<file path="src/hw/resizer_pkg.sv">
// shared constants, field layouts and carrier types of the capture resizer control block
package resizer_pkg;

    // register indices; the byte address is four times the index
    localparam logic [13:0] IDX_CTRL    = 14'h2460;
    localparam logic [13:0] IDX_START_X = 14'h2464;
    localparam logic [13:0] IDX_START_Y = 14'h2466;
    localparam logic [13:0] IDX_END_X   = 14'h2468;
    localparam logic [13:0] IDX_END_Y   = 14'h246A;
    localparam logic [13:0] IDX_RATE    = 14'h246C;

    // control register field positions
    localparam int CTRL_EN_BIT    = 0;
    localparam int CTRL_VUPD_BIT  = 1;
    localparam int CTRL_INDEP_BIT = 2;
    localparam int CTRL_SRST_BIT  = 7;

    // position fields are 11 bits, rate codes 8 bits
    localparam int POS_W  = 11;
    localparam int RATE_W = 8;

    // reset values and the largest usable rate code
    localparam logic [15:0] CTRL_RST  = 16'h0000;
    localparam logic [15:0] POS_RST   = 16'h0000;
    localparam logic [15:0] RATE_RST  = 16'h0808;
    localparam logic [7:0]  RATE_MAX  = 8'h80;

    // axi4-lite responses
    localparam logic [1:0]  RESP_OKAY   = 2'h0;
    localparam logic [1:0]  RESP_SLVERR = 2'h2;

    // one-hot register select
    typedef enum logic [6:0] {
        SEL_NONE    = 7'h01,
        SEL_CTRL    = 7'h02,
        SEL_START_X = 7'h04,
        SEL_START_Y = 7'h08,
        SEL_END_X   = 7'h10,
        SEL_END_Y   = 7'h20,
        SEL_RATE    = 7'h40
    } reg_sel_e;

    // trimming window
    typedef struct packed {
        logic [POS_W-1:0] start_x;
        logic [POS_W-1:0] start_y;
        logic [POS_W-1:0] end_x;
        logic [POS_W-1:0] end_y;
    } window_s;

    // settings that are double buffered against vsync
    typedef struct packed {
        logic              indep;
        window_s           win;
        logic [RATE_W-1:0] rate_hi;
        logic [RATE_W-1:0] rate_lo;
    } cfg_s;

endpackage

</file>
<file path="src/hw/axil_regif.sv">
// axi4-lite slave front end that turns bus transfers into register strobes
`timescale 1ns/10ps
`default_nettype none
module axil_regif
    import resizer_pkg::*;
(
    input  wire logic        aclk,
    input  wire logic        aresetn,
    input  wire logic [15:0] awaddr,
    input  wire logic        awvalid,
    output var  logic        awready,
    input  wire logic [31:0] wdata,
    input  wire logic [3:0]  wstrb,
    input  wire logic        wvalid,
    output var  logic        wready,
    output var  logic [1:0]  bresp,
    output var  logic        bvalid,
    input  wire logic        bready,
    input  wire logic [15:0] araddr,
    input  wire logic        arvalid,
    output var  logic        arready,
    output var  logic [31:0] rdata,
    output var  logic [1:0]  rresp,
    output var  logic        rvalid,
    input  wire logic        rready,
    output logic             wr_stb,
    output logic [15:0]      wr_addr,
    output logic [31:0]      wr_data,
    output logic [3:0]       wr_strb,
    input  wire logic        wr_hit,
    output logic             rd_stb,
    output logic [15:0]      rd_addr,
    input  wire logic [31:0] rd_data,
    input  wire logic        rd_hit
);

    logic aw_full_ff;
    logic w_full_ff;
    logic nxt_aw_full;
    logic nxt_w_full;
    logic nxt_bvalid;
    logic nxt_rvalid;

    // write fires once address and data are both held and no answer is pending
    assign wr_stb  = aw_full_ff & w_full_ff & ~bvalid;
    assign rd_stb  = arvalid & arready;
    assign rd_addr = araddr;

    always_comb begin
        nxt_aw_full = (aw_full_ff | (awvalid & awready)) & ~wr_stb;
        nxt_w_full  = (w_full_ff | (wvalid & wready)) & ~wr_stb;
        nxt_bvalid  = wr_stb | (bvalid & ~bready);
        nxt_rvalid  = rd_stb | (rvalid & ~rready);
    end

    // write channels, taken in either order
    always_ff @(posedge aclk) begin
        if (!aresetn) begin
            aw_full_ff <= 1'b0;
            w_full_ff  <= 1'b0;
            awready    <= 1'b0;
            wready     <= 1'b0;
            bvalid     <= 1'b0;
            bresp      <= RESP_OKAY;
            wr_addr    <= 16'h0000;
            wr_data    <= 32'h00000000;
            wr_strb    <= 4'h0;
        end else begin
            aw_full_ff <= nxt_aw_full;
            w_full_ff  <= nxt_w_full;
            awready    <= ~nxt_aw_full & ~nxt_bvalid;
            wready     <= ~nxt_w_full & ~nxt_bvalid;
            bvalid     <= nxt_bvalid;
            if (awvalid && awready) begin
                wr_addr <= awaddr;
            end
            if (wvalid && wready) begin
                wr_data <= wdata;
                wr_strb <= wstrb;
            end
            if (wr_stb) begin
                bresp <= wr_hit ? RESP_OKAY : RESP_SLVERR;
            end
        end
    end

    // read channel; one read in flight, so arready drops while rvalid waits
    always_ff @(posedge aclk) begin
        if (!aresetn) begin
            arready <= 1'b0;
            rvalid  <= 1'b0;
            rdata   <= 32'h00000000;
            rresp   <= RESP_OKAY;
        end else begin
            arready <= ~nxt_rvalid;
            rvalid  <= nxt_rvalid;
            if (rd_stb) begin
                rdata <= rd_hit ? rd_data : 32'h00000000;
                rresp <= rd_hit ? RESP_OKAY : RESP_SLVERR;
            end
        end
    end

endmodule
`default_nettype wire

</file>
<file path="src/hw/capture_resizer_control.sv">
// register file and control outputs of the capture resizer
`timescale 1ns/10ps
`default_nettype none
// Behaviour
// writing one to soft-reset bit while a resizer is enabled pulses reset.
// writing zero to soft-reset bit does nothing.
// independent bit clear: low rate byte drives both directions.
// independent bit set: low byte horizontal, high byte vertical.
// vsync-update bit clear: new values take effect at once.
// vsync-update bit set: old values kept until next vsync.
// enable bit switches the capture resizer on and off.
// software never enables capture and view resizers together.
// both enables clear stops the resizer block clock.
// start-x register holds an 11-bit horizontal start.
// start-y register holds an 11-bit vertical start.
// software keeps yuv capture sizes even and above minimums.
// rate code n means n/128; zero and above 128 are reserved.
// end-x and end-y registers each hold an 11-bit end position.
// soft-reset bit reads zero; its pulse lasts one clock.
// unused upper bits read zero and ignore writes.
module capture_resizer_control
    import resizer_pkg::*;
(
    input  wire logic              aclk,
    input  wire logic              aresetn,
    input  wire logic [15:0]       awaddr,
    input  wire logic              awvalid,
    output var  logic              awready,
    input  wire logic [31:0]       wdata,
    input  wire logic [3:0]        wstrb,
    input  wire logic              wvalid,
    output var  logic              wready,
    output var  logic [1:0]        bresp,
    output var  logic              bvalid,
    input  wire logic              bready,
    input  wire logic [15:0]       araddr,
    input  wire logic              arvalid,
    output var  logic              arready,
    output var  logic [31:0]       rdata,
    output var  logic [1:0]        rresp,
    output var  logic              rvalid,
    input  wire logic              rready,
    input  wire logic              view_en,
    input  wire logic              vsync,
    output var  logic              cap_en_ff,
    output var  logic              clk_run_ff,
    output var  logic              soft_reset_ff,
    output var  logic [RATE_W-1:0] h_rate_ff,
    output var  logic [RATE_W-1:0] v_rate_ff,
    output var  logic              rate_rsvd_ff,
    output window_s                win_act
);

    ////////////////////////////////////////////////////////////////////////////
    // decode helpers

    // maps a byte address to the one-hot register select
    function automatic reg_sel_e decode(input logic [15:0] addr);
        case (addr[15:2])
            IDX_CTRL:    decode = SEL_CTRL;
            IDX_START_X: decode = SEL_START_X;
            IDX_START_Y: decode = SEL_START_Y;
            IDX_END_X:   decode = SEL_END_X;
            IDX_END_Y:   decode = SEL_END_Y;
            IDX_RATE:    decode = SEL_RATE;
            default:     decode = SEL_NONE;
        endcase
    endfunction

    // byte-lane merge of a 16-bit register, upper bits masked to the field width
    function automatic logic [15:0] merge(input logic [15:0] old_v, input logic [31:0] d,
                                          input logic [3:0] s, input logic [15:0] mask);
        logic [15:0] m;
        m = old_v;
        if (s[0]) begin
            m[7:0] = d[7:0];
        end
        if (s[1]) begin
            m[15:8] = d[15:8];
        end
        merge = m & mask;
    endfunction

    // a code is usable when it lies in 1..128
    function automatic logic rate_bad(input logic [RATE_W-1:0] code);
        rate_bad = (code == 8'h00) || (code > RATE_MAX);
    endfunction

    localparam logic [15:0] POS_MASK  = 16'h07FF;
    localparam logic [15:0] CTRL_MASK = 16'h0007;
    localparam logic [15:0] RATE_MASK = 16'hFFFF;

    ////////////////////////////////////////////////////////////////////////////
    // bus front end

    logic        wr_stb;
    logic [15:0] wr_addr;
    logic [31:0] wr_data;
    logic [3:0]  wr_strb;
    logic        rd_stb;
    logic [15:0] rd_addr;
    logic [31:0] rd_data;
    reg_sel_e    wsel;
    reg_sel_e    rsel;

    axil_regif u_regif (
        .aclk    (aclk),
        .aresetn (aresetn),
        .awaddr  (awaddr),
        .awvalid (awvalid),
        .awready (awready),
        .wdata   (wdata),
        .wstrb   (wstrb),
        .wvalid  (wvalid),
        .wready  (wready),
        .bresp   (bresp),
        .bvalid  (bvalid),
        .bready  (bready),
        .araddr  (araddr),
        .arvalid (arvalid),
        .arready (arready),
        .rdata   (rdata),
        .rresp   (rresp),
        .rvalid  (rvalid),
        .rready  (rready),
        .wr_stb  (wr_stb),
        .wr_addr (wr_addr),
        .wr_data (wr_data),
        .wr_strb (wr_strb),
        .wr_hit  (wsel != SEL_NONE),
        .rd_stb  (rd_stb),
        .rd_addr (rd_addr),
        .rd_data (rd_data),
        .rd_hit  (rsel != SEL_NONE)
    );

    assign wsel = decode(wr_addr);
    assign rsel = decode(rd_addr);

    ////////////////////////////////////////////////////////////////////////////
    // software-visible registers

    logic [15:0] ctrl_ff;
    logic [15:0] start_x_ff;
    logic [15:0] start_y_ff;
    logic [15:0] end_x_ff;
    logic [15:0] end_y_ff;
    logic [15:0] rate_ff;
    logic        srst_req;

    // upper bits masked
    // the soft-reset bit is never stored, so it cannot linger or read back
    always_ff @(posedge aclk) begin
        if (!aresetn) begin
            ctrl_ff    <= CTRL_RST;
            start_x_ff <= POS_RST;
            start_y_ff <= POS_RST;
            end_x_ff   <= POS_RST;
            end_y_ff   <= POS_RST;
            rate_ff    <= RATE_RST;
        end else if (wr_stb) begin
            case (wsel)
                SEL_CTRL:    ctrl_ff    <= merge(ctrl_ff, wr_data, wr_strb, CTRL_MASK);
                // start x width
                SEL_START_X: start_x_ff <= merge(start_x_ff, wr_data, wr_strb, POS_MASK);
                // start y width
                SEL_START_Y: start_y_ff <= merge(start_y_ff, wr_data, wr_strb, POS_MASK);
                // end positions width
                SEL_END_X:   end_x_ff   <= merge(end_x_ff, wr_data, wr_strb, POS_MASK);
                SEL_END_Y:   end_y_ff   <= merge(end_y_ff, wr_data, wr_strb, POS_MASK);
                SEL_RATE:    rate_ff    <= merge(rate_ff, wr_data, wr_strb, RATE_MASK);
                default:     ctrl_ff    <= ctrl_ff;
            endcase
        end
    end

    // soft-reset bit reads zero
    always_comb begin
        case (rsel)
            SEL_CTRL:    rd_data = {16'h0000, ctrl_ff & CTRL_MASK};
            SEL_START_X: rd_data = {16'h0000, start_x_ff};
            SEL_START_Y: rd_data = {16'h0000, start_y_ff};
            SEL_END_X:   rd_data = {16'h0000, end_x_ff};
            SEL_END_Y:   rd_data = {16'h0000, end_y_ff};
            SEL_RATE:    rd_data = {16'h0000, rate_ff};
            default:     rd_data = 32'h00000000;
        endcase
    end

    ////////////////////////////////////////////////////////////////////////////
    // soft reset

    // one written while a resizer runs
    // a written zero is no request
    assign srst_req = wr_stb && (wsel == SEL_CTRL) && wr_strb[0]
                      && wr_data[CTRL_SRST_BIT] && (ctrl_ff[CTRL_EN_BIT] || view_en);

    // one-clock self-clearing pulse
    always_ff @(posedge aclk) begin
        if (!aresetn) begin
            soft_reset_ff <= 1'b0;
        end else begin
            soft_reset_ff <= srst_req;
        end
    end

    ////////////////////////////////////////////////////////////////////////////
    // settings applied to the datapath

    cfg_s cfg_pend;
    cfg_s cfg_act;

    always_comb begin
        cfg_pend.indep       = ctrl_ff[CTRL_INDEP_BIT];
        cfg_pend.win.start_x = start_x_ff[POS_W-1:0];
        cfg_pend.win.start_y = start_y_ff[POS_W-1:0];
        cfg_pend.win.end_x   = end_x_ff[POS_W-1:0];
        cfg_pend.win.end_y   = end_y_ff[POS_W-1:0];
        cfg_pend.rate_hi     = rate_ff[15:8];
        cfg_pend.rate_lo     = rate_ff[7:0];
    end

    // immediate load; R6: hold until vsync
    cfg_shadow u_shadow (
        .aclk       (aclk),
        .aresetn    (aresetn),
        .cfg_pend   (cfg_pend),
        .vsync_mode (ctrl_ff[CTRL_VUPD_BIT]),
        .vsync      (vsync),
        .cfg_act    (cfg_act)
    );

    assign win_act = cfg_act.win;

    // shared rate; R4: independent rates
    // flag codes outside 1..128 so the datapath can refuse them
    always_ff @(posedge aclk) begin
        if (!aresetn) begin
            h_rate_ff    <= RATE_RST[7:0];
            v_rate_ff    <= RATE_RST[7:0];
            rate_rsvd_ff <= 1'b0;
        end else begin
            h_rate_ff    <= cfg_act.rate_lo;
            v_rate_ff    <= cfg_act.indep ? cfg_act.rate_hi : cfg_act.rate_lo;
            rate_rsvd_ff <= rate_bad(cfg_act.rate_lo)
                            || (cfg_act.indep && rate_bad(cfg_act.rate_hi));
        end
    end

    // enable follows the bit; R9: clock runs only while a resizer is on
    // enable is not deferred to vsync, so switching off takes effect mid-frame
    always_ff @(posedge aclk) begin
        if (!aresetn) begin
            cap_en_ff  <= 1'b0;
            clk_run_ff <= 1'b0;
        end else begin
            cap_en_ff  <= ctrl_ff[CTRL_EN_BIT];
            clk_run_ff <= ctrl_ff[CTRL_EN_BIT] | view_en;
        end
    end
endmodule
`default_nettype wire

</file>
<file path="src/hw/cfg_shadow.sv">
// active copy of the resizer settings, loaded at once or at the next vsync
`timescale 1ns/10ps
`default_nettype none
module cfg_shadow
    import resizer_pkg::*;
(
    input  wire logic aclk,
    input  wire logic aresetn,
    input  wire cfg_s cfg_pend,
    input  wire logic vsync_mode,
    input  wire logic vsync,
    output cfg_s      cfg_act
);

    // in vsync mode the datapath keeps the old values mid-frame so a frame never mixes two settings
    always_ff @(posedge aclk) begin
        if (!aresetn) begin
            cfg_act <= '{indep: CTRL_RST[CTRL_INDEP_BIT],
                         win: '{start_x: POS_RST[POS_W-1:0], start_y: POS_RST[POS_W-1:0],
                                end_x: POS_RST[POS_W-1:0], end_y: POS_RST[POS_W-1:0]},
                         rate_hi: RATE_RST[15:8], rate_lo: RATE_RST[7:0]};
        end else if (!vsync_mode || vsync) begin
            cfg_act <= cfg_pend;
        end
    end

endmodule
`default_nettype wire

</file>
<file path="config.mk">
export PLATFORM = sky130hd
export DESIGN_NAME = capture_resizer_control
export DESIGN_NICKNAME = d
export VERILOG_FILES = /design/src/hw/resizer_pkg.sv /design/src/hw/axil_regif.sv /design/src/hw/capture_resizer_control.sv /design/src/hw/cfg_shadow.sv
export SDC_FILE = /design/constraint.sdc
export NUM_CORES = 1
export LEC_CHECK = 0
export BUFFER_PORTS_ARGS = -buffer_cell sky130_fd_sc_hd__buf_2
export CORE_MARGIN = 2
export CORE_UTILIZATION = 40
export CTS_CLUSTER_SIZE = 40
export DETAILED_ROUTE_END_ITERATION = 10
export PLACE_DENSITY = 0.71
export SYNTH_ARGS = -nofsm -noshare
export SYNTH_HDL_FRONTEND = slang
export SYNTH_HIERARCHICAL = 1
export SYNTH_SLANG_ARGS = --single-unit
export TNS_END_PERCENT = 5
</file>
<file path="constraint.sdc">
create_clock -name aclk -period 2.61 [get_ports aclk]
set_input_delay 0.6525 -clock aclk [delete_from_list [all_inputs] [get_ports aclk]]
set_output_delay 0.6525 -clock aclk [all_outputs]
set_load 0.05 [all_outputs]
</file>
Yosys cells after proc, flatten, opt, wreduce, memory -nomap -nowiden. Index checks and enable logic that the tools add are counted.

Bits in registers: 221. Input port bits: 77. Output and inout port bits: 105.

$lt $le $gt $ge: 2. Eq/ne operators: 26. Multiplexer cells: 7. Bitwise gates (word level): 24. Reductions and logical operators: 26.

Operators with widths (count): $eq A14 B14 Y1 const B (12); $pmux W16 S6 (1); $pmux W7 S6 (2); $reduce_and A3 Y1 (11); $gt A8 B8 Y1 const B (2); $logic_not A8 Y1 (2); $mux W16 (1); $eq A7 B2 Y1 const B (2); $eq A7 B3 Y1 const B (2); $eq A7 B4 Y1 const B (2); $eq A7 B5 Y1 const B (2); $eq A7 B6 Y1 const B (2); $eq A7 B7 Y1 const B (2); $ne A7 B1 Y1 const B (2); $and A1 B1 Y1 (11); $mux W8 (1); $not A1 Y1 (8); $logic_and A1 B1 Y1 (7); $logic_or A1 B1 Y1 (5); $or A1 B1 Y1 (5); $mux W2 (2); $logic_not A1 Y1 (1).

Depth between registers and ports, before layout.
Depth in word-level cells: 7. Gate-level depth with buffers: 9.

Hierarchy. Netlist, hierarchy kept.

By module, submodules not included: axil_regif (instances 1, cells an instance 418, area an instance 3818.7 um^2, sequential area each 1861.8 um^2); capture_resizer_control (instances 1, cells an instance 376, area an instance 3699.8 um^2, sequential area each 1661.6 um^2); cfg_shadow (instances 1, cells an instance 265, area an instance 2517.4 um^2, sequential area each 1221.2 um^2).

Worst setup path after synthesis. No wires, ideal clock.

Path type: input-to-reg. Start: input port araddr[5]. End: register u_regif.rdata[1]. Library setup time: 0.076 ns. Arrival time: 2.090 ns. Data required time: 2.534 ns. Slack: 0.445 ns. Cell stages on the path: 9. Cell sequence: buf_4 -> buf_2 -> nor4b_1 -> clkbuf_1 -> a22o_1 -> a221oi_1 -> o2bb2ai_1 -> nand3_1 -> a21boi_0.

Longest elaborated chain between the ends: 5. Elaborated cells between the ends (all ways): 16.

Ends and longest elaborated chain: start, declared (RTL line capture_resizer_control.sv:36) `input wire logic [15:0] araddr,`; $eq A14 B14 Y1 (RTL line capture_resizer_control.sv:59) `case (addr[15:2])`; $pmux W7 S6 * (RTL line capture_resizer_control.sv:59); $eq A7 B7 Y1 (tied with other cells) (RTL line capture_resizer_control.sv:179) `case (rsel)`; $pmux W16 S6 * (RTL line capture_resizer_control.sv:179); net rd_data[1] (RTL line capture_resizer_control.sv:102) `logic [31:0] rd_data;`; $mux W16 * (RTL line axil_regif.sv:98) `rdata <= rd_hit ? rd_data : 32'h00000000;`; end signal, assigned (RTL line axil_regif.sv:98); end, declared (RTL line axil_regif.sv:22) `output var logic [31:0] rdata,`.

The timed path passes the listed nets; every way through them passes the cells marked *. A chain may end at the register's enable or synchronous reset.

Worst setup path after layout.
Start: register u_regif.aw_full_ff. End: register start_x_ff[2].

Longest elaborated chain between the ends: 3.

Ends and longest elaborated chain: start, declared (RTL line axil_regif.sv:37) `logic aw_full_ff;`; start signal, assigned (RTL line axil_regif.sv:69) `aw_full_ff <= nxt_aw_full;`; $and A1 B1 Y1 (2 in series) (RTL line axil_regif.sv:45) `assign wr_stb = aw_full_ff & w_full_ff & ~bvalid;`; net wr_stb (RTL line capture_resizer_control.sv:96) `logic wr_stb;`; $reduce_and A3 Y1 (no source line); end signal, assigned (RTL line capture_resizer_control.sv:165) `SEL_START_X: start_x_ff <= merge(start_x_ff, wr_data, wr_strb, POS_MASK);`; end, declared (RTL line capture_resizer_control.sv:144) `logic [15:0] start_x_ff;`.

The timed path passes the listed nets, and every way through them passes these cells.

==> flow_metrics.py <==
metrics = {
    "cells_and_area": {
        "diodes": 0,
        "area_delta_synth_final_pct": 16.53,
        "layout.nets": 1181,
        "layout-drive-gt1-share": 0.2339,
    },
    "floorplan": {
        "io_pins": 182,
        "die_area_sq_um": 24420,
        "initial_core_util": 0.4084,
        "rows": 55,
        "die_h_um": 156.3,
        "core_area_sq_um": 22710,
        "chipWidth_um": 156.3,
    },
    "power_and_ir_drop": {
        "power_frac_clock": 0.477,
        "vdd_ir_drop_max_v": 0.0005538,
        "power_density_nw_per_um2": 655.6,
        "combPwrFrac": 0.047,
        "net-switching-power_mw": 1.584,
        "swShare": 0.2235,
        "total_leakage_power_nw": 4.143,
        "p_seq_frac": 0.476,
        "p_int_mw": 5.501,
        "total_power_mw": 7.085,
    },
    "global_route": {
        "grtUsageMet2": 0.2782,
        "track_usage": 0.1828,
        "antenna_found_initial": 0,
        "overflow": 0,
        "top_usage_layer": "met2",
        "grt_use_met3": 0.04569,
        "grt_max_degree": 84,
        "met1_usage": 0.2576,
        "grt_pass1_wl_mm": 35.83,
        "grt_pass1_vias": 6548,
    },
    "clock_network": {
        "clockRootBuffer": "clkbuf_16",
        "holdBufCountCts": 0,
        "clkTransAtPathRegs_ns": 0.06,
        "ctsResizeCount": 0,
        "tritoncts": "built",
        "htreeDepth": 1,
        "numClockSinks": 217,
        "insertion_delay_ns": 0.52,
        "cts_setup_buffers": 0,
        "cts-buffers-inserted": 24,
        "clk_path_buf_depth": 3,
    },
    "timing": {
        "skew_ns": 0.01060,
        "period_minus_slack_ns": 2.039,
        "rsz0062_at_grt": "no",
        "tns_ns": 0,
        "hold_viol_final": 0,
        "fin_crit_sh": 0.7811,
        "finalMaxSlewViolations": 0,
        "setup_violations": 0,
        "relSlewSlack": 0.5979,
        "tightest_slew_ns": 0.6024,
        "fmaxAchievable_mhz": 490.5,
    },
    "worst_setup_path": {
        "r2r-end": "start_x_ff[2]",
        "worstPathRequired_ns": 3.05,
        "startpoint": "u_regif/aw_full_ff",
        "cp_max_fo": 9,
        "ff2ff_path_depth": 6,
        "critical_path_class": "flip-flop to flip-flop",
        "critPathLaunchType": "flip-flop",
        "r2r_setup_slack_ns": 0.57,
        "arrival_ns": 2.48,
        "worstSetupEndpointType": "flip-flop",
        "r2r_start": "u_regif/aw_full_ff",
    },
    "worst_hold_path": {
        "holdPathEnd": "u_regif/wr_data[10]",
        "whs_path_depth": 3,
        "hold_path.class": "primary input to flip-flop",
        "hp-start": "wdata[10]",
    },
    "logic_synthesis": {
        "synth_area_sq_um": 9274,
        "avgSynthCellArea_sq_um": 9.502,
        "netlist_instances": 976,
        "yosysWarnings": 6,
    },
    "detailed_routing": {
        "drtIter0Drc": 426,
        "wl_per_cell_um": 16.08,
        "ant_nets": 0,
        "viasPerCell": 5.023,
        "drtPass1Iterations": 5,
        "drc": 0,
        "vias": 7057,
        "wl_mm": 22.60,
    },
    "placement": {
        "gp_congestion": 0.8372,
        "dp_hpwl_mm": 16.24,
        "port_buffers": 157,
    },
    "flow_run": {
        "maxCapViolations": 0,
    },
    "outcome": {
        "status": "finished clean",
    },
}
==> flip-flops by register name, summed over array words and instances (netlist names), 11 cells and up <==
| signal | flops |
|---|---|
| u_regif/wr_data | 16 |
| start_y_ff | 11 |
| end_y_ff | 11 |
| end_x_ff | 11 |
| u_regif/wr_addr | 14 |
| u_shadow/cfg_act | 61 |
| start_x_ff | 11 |
| rate_ff | 16 |
| u_regif/rdata | 32 |
==> layer usage <==
metal | share of wire | vias up
met5 | 0 | -
met4 | 0.026 | 0
met3 | 0.071 | 40
met2 | 0.43 | 192
met1 | 0.47 | 3310
li1 | - | 3515
==> metrics by stage <==
stage / cells / worst slack, ns / utilization / cell area [sq um] / hold slack, ns
finish: 1405 / 0.5713 / 0.4759 / 10810 / 0.3747
global route: 1405 / 0.3733 / 0.4759 / 10810 / 0.3690
CTS: 1405 / 0.5603 / 0.4759 / 10810 / 0.3598
detailed placement: 1363 / 0.2481 / 0.4407 / 10010 / 0.4357
global placement: 1363 / 0.2776 / 0.4407 / 10010 / 0.4348
floorplan: 992 / 0.4446 / - / 9334 / 0.4148
==> cell usage in the layout, fill, tap and decap left out, types with 7 or more instances in the layout <==
master	count
buf_2	156
a21boi_2	18
buf_4	11
mux2_2	11
a22oi_1	16
mux2i_1	123
a21oi_1	9
and2_1	14
dfxtp_1	217
o211ai_1	8
clkbuf_8	7
conb_1	18
nor2_1	13
a21boi_0	13
a21boi_1	35
clkbuf_16	25
nand2_1	290
nand3_1	36
==> worst max-delay path: stages (launching register included) <==
cell	delay [ns]
dfxtp_1	0.35
nor2b_1	0.18
nand2_1	0.12
inv_1	0.24
nand3b_1	0.27
nor2_2	0.56
mux2i_1	0.25
==> area by class of cell <==
class | instances | area (sq um)
Clock buffer | 36 | 737.0
Sequential cell | 217 | 4344
Clock inverter | 6 | 62.56
Tap cell | 285 | 356.6
Timing Repair Buffer | 172 | 954.7
Fill cell | 2148 | 11900
Multi-Input combinational cell | 682 | 4320
Inverter | 7 | 31.28
==> power groups by stage <==
stage                     clock network (mW)  logic [mW]  registers [mW]
after floorplan                            0       0.248            3.47
after global placement                     0       0.330            3.44
after detailed placement                   0       0.332            3.44
after CTS                               3.44       0.333            3.37
after global routing                    3.56       0.364            3.37
final                                   3.38       0.331            3.37
==> worst max-delay path by stage <==
stage / end / slack (ns)
2_1_floorplan: u_regif/rdata[1] / 0.44
3_3_place_gp: u_regif/rdata[3] / 0.28
3_5_place_dp: u_regif/rdata[3] / 0.25
4_1_cts: start_x_ff[1] / 0.56
5_1_grt: start_x_ff[2] / 0.37
6_report: start_x_ff[2] / 0.57
Power figures use the tool's default switching activity.
